===== config.mk =====
export PLATFORM = sky130hd
export DESIGN_NAME = fld_regs
export DESIGN_NICKNAME = d
export VERILOG_FILES = /design/src/rtl/fld_pwm.v /design/src/rtl/fld_scale.v /design/src/rtl/fld_regs.v
export VERILOG_INCLUDE_DIRS = /design/src /design/src/rtl
export SDC_FILE = /design/constraint.sdc
export NUM_CORES = 1
export LEC_CHECK = 0
export ABC_AREA = 1
export BUFFER_PORTS_ARGS = -buffer_cell sky130_fd_sc_hd__clkbuf_2
export CAP_MARGIN = 40
export CORE_AREA = 4 4 159 161
export DETAILED_ROUTE_END_ITERATION = 8
export DIE_AREA = 0 0 163 165
export PLACE_DENSITY = 0.81
export SLEW_MARGIN = 20
export SYNTH_ARGS = -nofsm -noshare
export SYNTH_HDL_FRONTEND = slang
export SYNTH_SLANG_ARGS = --single-unit

===== constraint.sdc =====
create_clock -name clk_i -period 14.4 [get_ports clk_i]
set_input_delay 4.32 -clock clk_i [delete_from_list [all_inputs] [get_ports clk_i]]
set_output_delay 4.32 -clock clk_i [all_outputs]
set_load 0.02 [all_outputs]

===== src/rtl/fld_consts.vh =====
// Purpose: constants for the flash led driver register bank
// Assumes: byte-wide registers on an 8-bit register address
// Notes: definitions only
`ifndef FLD_CONSTS_VH
`define FLD_CONSTS_VH

// register addresses
`define FLD_ADDR_ID 8'h00
`define FLD_ADDR_CUR_A 8'h01
`define FLD_ADDR_CUR_B 8'h02
`define FLD_ADDR_LOWV 8'h04
`define FLD_ADDR_TIMER 8'h05
`define FLD_ADDR_CTRL 8'h06
`define FLD_ADDR_TRIG 8'h07
`define FLD_ADDR_FAULT 8'h08
`define FLD_ADDR_DIM 8'h09
`define FLD_ADDR_MIN 8'h0E
`define FLD_ADDR_ACT 8'h0F
`define FLD_ADDR_KEY 8'h80
`define FLD_ADDR_UPL 8'h81

// reset values
`define FLD_RST_CUR 8'h9C
`define FLD_RST_LOWV 8'h2C
`define FLD_RST_TIMER 8'h23
`define FLD_RST_CTRL 8'h00
`define FLD_RST_TRIG 8'hC0
`define FLD_RST_DIM 8'h00
`define FLD_RST_REPORT 8'h00
`define FLD_RST_UPL 8'h00

// unlock key value
`define FLD_KEY_VALUE 8'hA1

// field positions in the dimming and converter options register and the uplift register
`define FLD_DIM_DUTY_LO 0
`define FLD_DIM_FIXF 2
`define FLD_DIM_A_HI 3
`define FLD_DIM_B_HI 4
`define FLD_DIM_BAL 5
`define FLD_UPL_BIT 0

// operating mode codes
`define FLD_MODE_OFF 2'b00
`define FLD_MODE_IND 2'b01
`define FLD_MODE_ASSIST 2'b10
`define FLD_MODE_FLASH 2'b11

// fixed-frequency current threshold
`define FLD_FIXF_MIN 8'h40

// pwm timing: 31.25 kHz frame split into 16 slots, 125 MHz clock
`define FLD_CLK_KHZ 125000
`define FLD_PWM_KHZ 31250
`define FLD_PWM_SLOTS 16
`define FLD_PWM_SLOT_CYC (`FLD_CLK_KHZ * 1000 / `FLD_PWM_KHZ / `FLD_PWM_SLOTS)

// uplift and trim scale factors in 1/256 units
`define FLD_UPLIFT_MUL 9'd284
`define FLD_TRIM_MAX_Q8 8'd25

`endif


===== src/rtl/fld_pwm.v =====
// Purpose: indicator mode pwm gate, 16 slots per 31.25 kHz frame
// Assumes: 125 MHz clock
// Notes: gate high for duty code + 1 slots of 16
`timescale 1ns/1ps
`include "fld_consts.vh"

module fld_pwm #(
    parameter SLOT_CYC = `FLD_PWM_SLOT_CYC
) (
    input wire clk_i,          // system clock
    input wire srst_i,         // sync reset
    input wire ce_i,           // clock enable
    input wire [1:0] duty_i,   // duty code
    output reg gate_o          // pwm gate
);

    reg [7:0] slot_cnt_r;
    reg [3:0] slot_r;

    // =====================================
    // slot counter and gate
    // =====================================
    // counts slots and compares with duty
    always @(posedge clk_i) begin
        if (srst_i) begin
            slot_cnt_r <= 8'h00;
            slot_r <= 4'h0;
            gate_o <= 1'b0;
        end else if (ce_i) begin
            if (slot_cnt_r == SLOT_CYC - 1) begin
                slot_cnt_r <= 8'h00;
                slot_r <= slot_r + 4'h1;
            end else begin
                slot_cnt_r <= slot_cnt_r + 8'h01;
            end
            gate_o <= (slot_r <= {2'b00, duty_i});
        end
    end
endmodule


===== src/rtl/fld_scale.v =====
// Purpose: applies uplift and load-balance trim to a current code
// Assumes: trim_i signed in 1/256 units, clamped here to +/-10%
// Notes: result saturates at 8'hFF
`timescale 1ns/1ps
`include "fld_consts.vh"

module fld_scale (
    input wire [7:0] code_i,          // programmed code
    input wire uplift_i,              // uplift on
    input wire bal_en_i,              // load balance on
    input wire signed [8:0] trim_i,   // requested trim
    output reg [7:0] code_o           // effective code
);

    reg [16:0] up_w;
    reg [7:0] base_w;
    reg signed [8:0] tr_w;
    reg signed [17:0] sum_w;

    // =====================================
    // scaling math
    // =====================================
    // uplift then bounded trim
    always @* begin
        up_w = uplift_i ? code_i * `FLD_UPLIFT_MUL : {1'b0, code_i, 8'h00};
        base_w = (up_w[16]) ? 8'hFF : up_w[15:8];
        tr_w = trim_i;
        if (tr_w > $signed({1'b0, `FLD_TRIM_MAX_Q8}))
            tr_w = $signed({1'b0, `FLD_TRIM_MAX_Q8});
        if (tr_w < -$signed({1'b0, `FLD_TRIM_MAX_Q8}))
            tr_w = -$signed({1'b0, `FLD_TRIM_MAX_Q8});
        if (!bal_en_i)
            tr_w = 9'sd0;
        sum_w = $signed({10'b0, base_w}) * 18'sd256 + $signed({1'b0, base_w}) * tr_w;
        if (sum_w < 0)
            code_o = 8'h00;
        else if (sum_w[17:8] > 10'h0FF)
            code_o = 8'hFF;
        else
            code_o = sum_w[15:8];
    end
endmodule


===== src/rtl/fld_regs.v =====
// Purpose: register bank for a two-channel flash led driver
// Assumes: register access strobes come from a serial bus decoder on clk_i
// Notes: analog status arrives from outside the clock domain and is synced
`timescale 1ns/1ps
`include "fld_consts.vh"

// Summary of operation
// - indicator pwm 31.25 kHz, duty 1..4/16
// - fixed-frequency clear allows pulse skipping
// - fixed frequency only flash/assist, codes high
// - flag bit3: sink a above b
// - flag bit4: sink b above a
// - load balance trims up to ten percent
// - minimum report holds lowest cycle current
// - minimum updated only on undervoltage reduction
// - reports follow channel a only
// - actual report shows present set current
// - key A1h at 80h unlocks 81h
// - unlock lasts one access only
// - uplift bit raises currents eleven percent
// - indicator uses six low code bits
module fld_regs #(
    parameter [7:0] ID_VALUE = 8'h5A,   // arbitrary identity value
    parameter SLOT_CYC = `FLD_PWM_SLOT_CYC
) (
    input wire clk_i,              // system clock
    input wire srst_i,             // sync reset, active high
    input wire ce_i,               // clock enable
    input wire [7:0] addr_i,       // register address
    input wire wr_i,               // write strobe
    input wire rd_i,               // read strobe
    input wire [7:0] wdata_i,      // write data
    output reg [7:0] rdata_o,      // read data
    input wire a_higher_i,         // async comparator a above b
    input wire b_higher_i,         // async comparator b above a
    input wire conv_run_i,         // async converter running
    input wire uv_reduce_i,        // async undervoltage reduction active
    input wire [7:0] sink_a_now_i, // present sink a code from ramp logic
    input wire signed [8:0] trim_a_i, // balance trim request, channel a
    input wire signed [8:0] trim_b_i, // balance trim request, channel b
    input wire cycle_start_i,      // start of an operating cycle pulse
    input wire [7:0] fault_i,      // fault flags from protection logic
    output reg [1:0] mode_o,       // operating mode
    output reg [7:0] drive_a_o,    // effective code channel a
    output reg [7:0] drive_b_o,    // effective code channel b
    output reg drive_gate_o,       // sink enable incl pwm
    output reg skip_allow_o,       // converter may pulse skip
    output reg [7:0] lowv_o,       // supply low thresholds
    output reg [7:0] timer_o,      // pulse duration limit
    output reg [7:0] trig_o        // trigger input config
);

    reg [7:0] cur_a_r;
    reg [7:0] cur_b_r;
    reg [7:0] ctrl_r;
    reg [7:0] dim_r;
    reg [7:0] min_r;
    reg [7:0] act_r;
    reg upl_r;
    reg unlock_r;
    reg [3:0] s1_r;
    reg [3:0] s2_r;
    reg uv_seen_r;
    wire pwm_gate;
    wire [7:0] eff_a;
    wire [7:0] eff_b;
    wire [7:0] code_a;
    wire [7:0] code_b;
    wire hit_upl;
    wire fixf_ok;

    // =====================================
    // input synchronisers
    // =====================================
    // two stages for analog status
    always @(posedge clk_i) begin
        if (srst_i) begin
            s1_r <= 4'h0;
            s2_r <= 4'h0;
        end else if (ce_i) begin
            s1_r <= {uv_reduce_i, conv_run_i, b_higher_i, a_higher_i};
            s2_r <= s1_r;
        end
    end

    // =====================================
    // register writes
    // =====================================
    assign hit_upl = (addr_i == `FLD_ADDR_UPL);

    // writable registers and unlock state
    always @(posedge clk_i) begin
        if (srst_i) begin
            cur_a_r <= `FLD_RST_CUR;
            cur_b_r <= `FLD_RST_CUR;
            lowv_o <= `FLD_RST_LOWV;
            timer_o <= `FLD_RST_TIMER;
            ctrl_r <= `FLD_RST_CTRL;
            trig_o <= `FLD_RST_TRIG;
            dim_r <= `FLD_RST_DIM;
            upl_r <= 1'b0;
            unlock_r <= 1'b0;
        end else if (ce_i) begin
            if (wr_i) begin
                case (addr_i)
                    `FLD_ADDR_CUR_A: cur_a_r <= wdata_i;
                    `FLD_ADDR_CUR_B: cur_b_r <= wdata_i;
                    `FLD_ADDR_LOWV: lowv_o <= wdata_i;
                    `FLD_ADDR_TIMER: timer_o <= wdata_i;
                    // reserved bit 2 held at zero
                    `FLD_ADDR_CTRL: ctrl_r <= wdata_i & 8'hFB;
                    `FLD_ADDR_TRIG: trig_o <= wdata_i;
                    // flag bits 3 and 4 not stored
                    `FLD_ADDR_DIM: dim_r <= wdata_i & 8'h27;
                    `FLD_ADDR_UPL: begin
                        if (unlock_r)
                            upl_r <= wdata_i[`FLD_UPL_BIT];
                    end
                    default: ;
                endcase
            end
            if (wr_i && addr_i == `FLD_ADDR_KEY)
                unlock_r <= (wdata_i == `FLD_KEY_VALUE);
            else if ((wr_i || rd_i) && hit_upl)
                unlock_r <= 1'b0;
        end
    end

    // =====================================
    // current reports
    // =====================================
    // channel a actual and minimum tracking
    always @(posedge clk_i) begin
        if (srst_i) begin
            act_r <= `FLD_RST_REPORT;
            min_r <= `FLD_RST_REPORT;
            uv_seen_r <= 1'b0;
        end else if (ce_i) begin
            act_r <= sink_a_now_i;
            if (cycle_start_i) begin
                uv_seen_r <= 1'b0;
                min_r <= 8'h00;
            end else if (s2_r[3]) begin
                uv_seen_r <= 1'b1;
                if (!uv_seen_r || sink_a_now_i < min_r)
                    min_r <= sink_a_now_i;
            end
        end
    end

    // =====================================
    // current code selection
    // =====================================
    // indicator six bits, assist seven
    assign code_a = (ctrl_r[1:0] == `FLD_MODE_IND) ? {2'b00, cur_a_r[5:0]} :
                    (ctrl_r[1:0] == `FLD_MODE_ASSIST) ? {1'b0, cur_a_r[6:0]} : cur_a_r;
    assign code_b = (ctrl_r[1:0] == `FLD_MODE_IND) ? {2'b00, cur_b_r[5:0]} :
                    (ctrl_r[1:0] == `FLD_MODE_ASSIST) ? {1'b0, cur_b_r[6:0]} : cur_b_r;

    fld_scale u_scale_a (
        .code_i(code_a),
        .uplift_i(upl_r),
        .bal_en_i(dim_r[`FLD_DIM_BAL]),
        .trim_i(trim_a_i),
        .code_o(eff_a)
    );

    fld_scale u_scale_b (
        .code_i(code_b),
        .uplift_i(upl_r),
        .bal_en_i(dim_r[`FLD_DIM_BAL]),
        .trim_i(trim_b_i),
        .code_o(eff_b)
    );

    fld_pwm #(
        .SLOT_CYC(SLOT_CYC)
    ) u_pwm (
        .clk_i(clk_i),
        .srst_i(srst_i),
        .ce_i(ce_i),
        .duty_i(dim_r[1:0]),
        .gate_o(pwm_gate)
    );

    assign fixf_ok = dim_r[`FLD_DIM_FIXF] && !upl_r &&
                     (ctrl_r[1:0] == `FLD_MODE_FLASH || ctrl_r[1:0] == `FLD_MODE_ASSIST) &&
                     (cur_a_r >= `FLD_FIXF_MIN) && (cur_b_r >= `FLD_FIXF_MIN);

    // =====================================
    // drive outputs
    // =====================================
    // registered drive to the analog side
    always @(posedge clk_i) begin
        if (srst_i) begin
            mode_o <= `FLD_MODE_OFF;
            drive_a_o <= 8'h00;
            drive_b_o <= 8'h00;
            drive_gate_o <= 1'b0;
            skip_allow_o <= 1'b1;
        end else if (ce_i) begin
            mode_o <= ctrl_r[1:0];
            drive_a_o <= eff_a;
            drive_b_o <= eff_b;
            if (ctrl_r[1:0] == `FLD_MODE_IND)
                drive_gate_o <= ctrl_r[3] & pwm_gate;
            else
                drive_gate_o <= ctrl_r[3] & (ctrl_r[1:0] != `FLD_MODE_OFF);
            skip_allow_o <= !fixf_ok;
        end
    end

    // =====================================
    // read data
    // =====================================
    // registered read mux
    always @(posedge clk_i) begin
        if (srst_i) begin
            rdata_o <= 8'h00;
        end else if (ce_i && rd_i) begin
            case (addr_i)
                `FLD_ADDR_ID: rdata_o <= ID_VALUE;
                `FLD_ADDR_CUR_A: rdata_o <= cur_a_r;
                `FLD_ADDR_CUR_B: rdata_o <= cur_b_r;
                `FLD_ADDR_LOWV: rdata_o <= lowv_o;
                `FLD_ADDR_TIMER: rdata_o <= timer_o;
                `FLD_ADDR_CTRL: rdata_o <= ctrl_r;
                `FLD_ADDR_TRIG: rdata_o <= trig_o;
                `FLD_ADDR_FAULT: rdata_o <= fault_i;
                `FLD_ADDR_DIM: rdata_o <= {dim_r[7:5], s2_r[2] & s2_r[1],
                                           s2_r[2] & s2_r[0], dim_r[2:0]};
                `FLD_ADDR_MIN: rdata_o <= min_r;
                `FLD_ADDR_ACT: rdata_o <= act_r;
                `FLD_ADDR_UPL: rdata_o <= unlock_r ? {7'h00, upl_r} : 8'h00;
                default: rdata_o <= 8'h00;
            endcase
        end
    end
endmodule


# ---- Word level (Yosys, flattened, before mapping)
# Index checks and enable logic that the tools add are counted.
dict set report word_totals {
  reg_bits 119
  in_bits 60
  output_inout_bits 52
  wordCells 123
}
dict set report classes {
  add_sub_neg 4
  n_mul 4
  magnitude_cmp 12
  n_eq_ne 17
  n_mux 29
  bitwise_logic 4
  n_reduce_logical 30
}
# cell n
set ops {}
lappend ops {{$mux W8} 14}
lappend ops {{$pmux W8 S12} 1}
lappend ops {{$mux W9} 6}
lappend ops {{$add A17 B18 Y18} 2}
lappend ops {{$lt A18 B1 Y1 const B} 2}
lappend ops {{$mul A9 B9 Y18} 2}
lappend ops {{$mux W17} 2}
lappend ops {{$eq A8 B3 Y1 const B} 4}
lappend ops {{$eq A8 B4 Y1 const B} 4}
lappend ops {{$eq A8 B8 Y1 const B} 4}
lappend ops {{$mul A8 B7 Y15 const B} 2}
lappend ops {{$reduce_and A3 Y1} 8}
lappend ops {{$gt A10 B8 Y1 const B} 2}
lappend ops {{$gt A9 B6 Y1 const B} 2}
lappend ops {{$lt A9 B6 Y1 const B} 2}
lappend ops {{$ge A8 B7 Y1 const B} 2}
lappend ops {{$add A8 B1 Y8 const B} 1}
lappend ops {{$eq A8 B1 Y1 const B} 1}
lappend ops {{$eq A8 B2 Y1 const B} 1}
lappend ops {{$logic_not A8 Y1} 1}
lappend ops {{$lt A8 B8 Y1} 1}
lappend ops {{$reduce_bool A2 Y1} 4}
lappend ops {{$logic_and A1 B1 Y1} 7}
lappend ops {{$mux W1} 6}
lappend ops {{other kinds (9)} 19}

# ---- Logic depth before layout (Yosys ltp)
dict set report depth {
  word_depth 11
  ltp_mapped 47
  depth_no_buf 46
}

# ---- Modules after synthesis
# Synthesis repeated with hierarchy kept, for this count alone.
dict set report hier_totals {
  cells_unflattened 1886
  hier_area_um2 13640.6
}
# mod instances cells_each area_each_um2 seq_area_each_um2
set modules_own_cells {}
lappend modules_own_cells {fld_regs 1 704 4947.2 2122.0}
lappend modules_own_cells {{fld_scale at u_scale_b} 1 547 3988.8 0.0}
lappend modules_own_cells {{fld_scale at u_scale_a} 1 541 3986.3 0.0}
lappend modules_own_cells {fld_pwm 1 94 718.2 260.2}

# ---- Least setup slack after synthesis
# OpenSTA, ideal clock, no wires.
dict set report synth_timing {
  kind {input to register}
  from {in trim_b_i[5]}
  to {reg drive_b_o[5]}
  setup_time_ns 0.132
  t_arrival_ns 10.247
  required_ns 14.268
  path_slack_ns 4.021
  path_stages 30
  path_buffers 0
  path_cell_list {nor3_1 nand2_1 nand2_1 inv_1 nor2_1 nand3_1 nand3_1 nand2_1 ha_1 inv_1 a21oi_1 inv_1 nor2_1 fa_1 fa_1 fa_1 fa_1 inv_1 fa_1 inv_1 ha_1 a21oi_1 o21a_1 nor2_1 a2111oi_0 nand3b_2 nand2_4 nand3_1 nand2_1 a21oi_1}
}
dict set report synth_between {
  elab_chain_cells 10
  elab_cells_between_ends 11
  cone_classes {add/sub (1); mul (1); order compare (4); mux (5)}
}
# item line_no
set synth_rtl {}
lappend synth_rtl {{from (decl)} fld_regs.v:40} ;# input wire signed [8:0] trim_b_i,
lappend synth_rtl {{$gt A9 B6 Y1} fld_scale.v:28} ;# if (tr_w > $signed({1'b0, `FLD_TRIM_MAX_Q8}))
lappend synth_rtl {{$mux W9 *} fld_scale.v:28}
lappend synth_rtl {{$lt A9 B6 Y1} fld_scale.v:30} ;# if (tr_w < -$signed({1'b0, `FLD_TRIM_MAX_Q8}))
lappend synth_rtl {{$mux W9 *} fld_scale.v:30}
lappend synth_rtl {{$mux W9 *} fld_scale.v:32} ;# if (!bal_en_i)
lappend synth_rtl {{$mul A9 B9 Y18 *} fld_scale.v:34} ;# sum_w = $signed({10'b0, base_w}) * 18'sd256 + $signed({1'b0, base_w}) * tr_w;
lappend synth_rtl {{$add A17 B18 Y18 *} fld_scale.v:34}
lappend synth_rtl {{$gt A10 B8 Y1} fld_scale.v:37} ;# else if (sum_w[17:8] > 10'h0FF)
lappend synth_rtl {{$mux W8} fld_scale.v:37}
lappend synth_rtl {{$mux W8 *} fld_scale.v:35} ;# if (sum_w < 0)
lappend synth_rtl {{to (signal assigned)} fld_regs.v:198} ;# drive_b_o <= 8'h00;
lappend synth_rtl {{to (signal assigned)} fld_regs.v:204} ;# drive_b_o <= eff_b;
lappend synth_rtl {{to (decl)} fld_regs.v:45} ;# output reg [7:0] drive_b_o,
# Mark *: on every way between the ends. The rest lies on a longest branch, timed or not.
# A chain may end at the register's enable or synchronous reset.

# ---- Worst setup path in the final report
# Same ends and word-level chain as after synthesis.

==> impl_metrics.ini <==
[outcome]
status = finished clean

[critical_path]
critPathMaxFanout = 8
r2r_end = drive_b_o[5]
cp-startpoint = trim_b_i[5]
end_kind = register
critical_path_class = in2reg
worst_ep_arrival_time_ns = 11.01
cp-start-kind = input port
cpPeakStageDelay_ns = 0.63
r2r_setup_slack_ns = 4.77
crit_end = drive_b_o[5]
crit_required_ns = 14.70
r2r_cells = 39
crit_slowest_cell = a2111oi_0
r2r_start = ctrl_r[1]

[synth]
async_reset_ff_share_pct = 0
yosys_warnings = 0
yosysTopAreaCell = dfxtp_1
synth_nets = 2113
synth_area_leaders = dfxtp_1 (18%), fa_1 (17%), ha_1 (16%)
syn-instance-count = 1779
ys_seq_area_share_pct = 18.5
ys_ff_latch = 119
yosys.cell_types.count = 48
avgSynthCellArea_um2 = 7.24
yosysTopAreaCellShare_pct = 18.5
synth_area_mm2 = 0.0129
synth_edf_count = 0
ys.flop_type = dfxtp_1

[clock_tree]
htreeDepth = 4
cts-resized-gates = 0
clk_path_buf_depth = 2
cts-buffers-inserted = 17
cts.hold.buffers_added = 0
clk_latency_ns = 0.44
tritoncts = done
cts_root_buf = clkbuf_16
clock_sinks = 119
post-cts-setup-buffers = 0
clk_pin_slew_ns = 0.06

[finish]
fill_cells = 2208
final_cell_mix = inv_1 (363), nand2_1 (335), nor2_1 (169), ha_1 (162), a21oi_1 (138)
antenna_cells = 0
layout_commonest_cell = inv_1
syn_to_final_growth_pct = 11.9
drive_above_1_share_pct = 10.4
nets = 2215

[die]
die_w_um = 163
start_util_pct = 53.8
die_area_mm2 = 0.0269
ioPinCount = 112
die_h_um = 165
core-area_mm2 = 0.0240
rows = 57

[pwr]
p_leak_nw = 7.58
p_comb_share_pct = 7.3
switchingPower_mw = 0.237
netSwitchingFraction_pct = 26.4
power_per_cell_area_mw_per_mm2 = 62.1
internal_power_mw = 0.658
pwr-share-clk_pct = 54.7
peakVddDrop_v = 0.0000643
p_seq_share_pct = 38.0

[sta]
slew_violations = 0
slew_headroom_pct = 43.8
finalSetupViolations = 0
finalHoldViolCount = 0
layout_setup_ws_ns = 3.68
fin_skew_ns = 0.0146
worst_pin_slew_ns = 0.821
fmax_ghz = 0.0933
rsz0062_at_grt = false
fin_crit_sh_pct = 74.4
fin_setup_tns_ns = 0
min_period_ns = 10.72

[place]
numPortBuffers = 111
place_congestion = 0.951
dp_slack_ns = 3.28
dp_hpwl_mm = 26.7

[detailed_routing]
first_pass_iters = 5
num_vias = 12013
ant_nets = 0
viasPerCell = 5.42
drc_errors = 0
wl_per_cell_um = 15.4
drtIter0Drc = 764
routed_wl_mm = 34.2

[global_routing]
grt_max_degree = 72
grt_pass1_wl_mm = 57.0
overflow = 0
grt_pass1_vias = 11958
track_usage_pct = 25.9
antenna_found_initial = 0

[job]
maxCapViolations = 0

[min_path]
worstHoldPathType = reg2reg
## flip-flops by register name, summed over array words and instances (netlist names), 2 cells and up
name,flops
s1_r,4
drive_a_o,8
u_pwm.slot_cnt_r,8
trig_o,8
act_r,8
ctrl_r,7
rdata_o,8
timer_o,8
drive_b_o,8
dim_r,4
mode_o,2
cur_b_r,8
min_r,8
lowv_o,8
u_pwm.slot_r,4
s2_r,4
cur_a_r,8
## worst max-delay path, delay by kind of cell
kind / cells / cell delay (ns)
AOI/OAI and AO/OA: 5 / 1.54
adders and majority gates: 7 / 3.17
buffers and inverters: 6 / 0.56
and+or+nand+nor: 13 / 1.40
## Yosys cell counts, types with 2 or more instances
master / n
a2111oi_0: 3
a211oi_1: 7
a21o_1: 2
a21oi_1: 138
a21oi_2: 3
a221oi_1: 11
and3_1: 2
buf_2: 3
clkbuf_1: 28
clkinv_1: 7
dfxtp_1: 119
fa_1: 112
ha_1: 162
inv_1: 363
inv_2: 4
nand2_1: 335
nand2_2: 21
nand2_4: 2
nand3_1: 60
nand3_2: 4
nand4_1: 7
nor2_1: 169
nor2_2: 3
nor2_4: 4
nor3_1: 32
nor3b_1: 3
nor4_1: 3
o211ai_1: 24
o21a_1: 3
o21ai_0: 84
o21ai_1: 4
o21bai_1: 4
o22ai_1: 16
or2_2: 5
xnor2_1: 3
xor2_1: 17
## logic make-up after synthesis
logic type | share of synthesized area [%]
xor gates and xnor gates | 1.36
AOI/OAI and AO/OA | 13.5
buffers and inverters | 11.9
DFF | 18.5
adders and majority gates | 33.1
and+or+nand+nor | 21.6
## routing by layer
layer / vias to the layer above / share of wire (%) / global-route usage, %
met5: - / 0 / 0
met4: 0 / 3.1 / 8.35
met3: 85 / 6.7 / 4.37
met2: 456 / 47 / 44.1
met1: 5604 / 44 / 33.9
li1: 5868 / - / -
## final cells by class
type,count,area (µm²),area share [%]
Timing Repair Buffer,115,606,4.20
Clock inverter,14,210,1.46
Clock buffer,18,439,3.05
Sequential cell,119,2380,16.5
Tap cell,324,405,2.81
Multi-Input combinational cell,1254,8970,62.2
Inverter,374,1400,9.74
## stage by stage
step	util [%]	total power, mW	instances	instance area [µm²]	hold slack [ns]
final	60.2	0.895	2218	14400	0.459
after global routing	60.2	0.916	2218	14400	0.481
after CTS	60.1	0.892	2217	14400	0.456
after detailed placement	57.4	0.410	2185	13700	0.443
after global placement	57.4	0.408	2185	13700	0.443
after floorplan	-	0.385	1779	12900	0.424
## how the worst min path moves through the flow
stage / from / endpoint / slack (ns) / cells after the start
after floorplan: ctrl_r[4] / ctrl_r[4] / 0.42 / 2
after global placement: ctrl_r[6] / ctrl_r[6] / 0.44 / 2
after detailed placement: ctrl_r[6] / ctrl_r[6] / 0.44 / 2
after CTS: ctrl_r[6] / ctrl_r[6] / 0.46 / 2
after global routing: ctrl_r[4] / ctrl_r[4] / 0.48 / 2
final: ctrl_r[6] / ctrl_r[6] / 0.46 / 2
## power by group through the flow
stage / logic, mW / registers (mW) / clock network, mW
after floorplan: 0.0358 / 0.349 / 0
after global placement: 0.0613 / 0.347 / 0
after detailed placement: 0.0626 / 0.347 / 0
after CTS: 0.0634 / 0.340 / 0.489
after global routing: 0.0729 / 0.341 / 0.502
final: 0.0651 / 0.340 / 0.489
No activity file was read; power rests on OpenSTA's default activity.
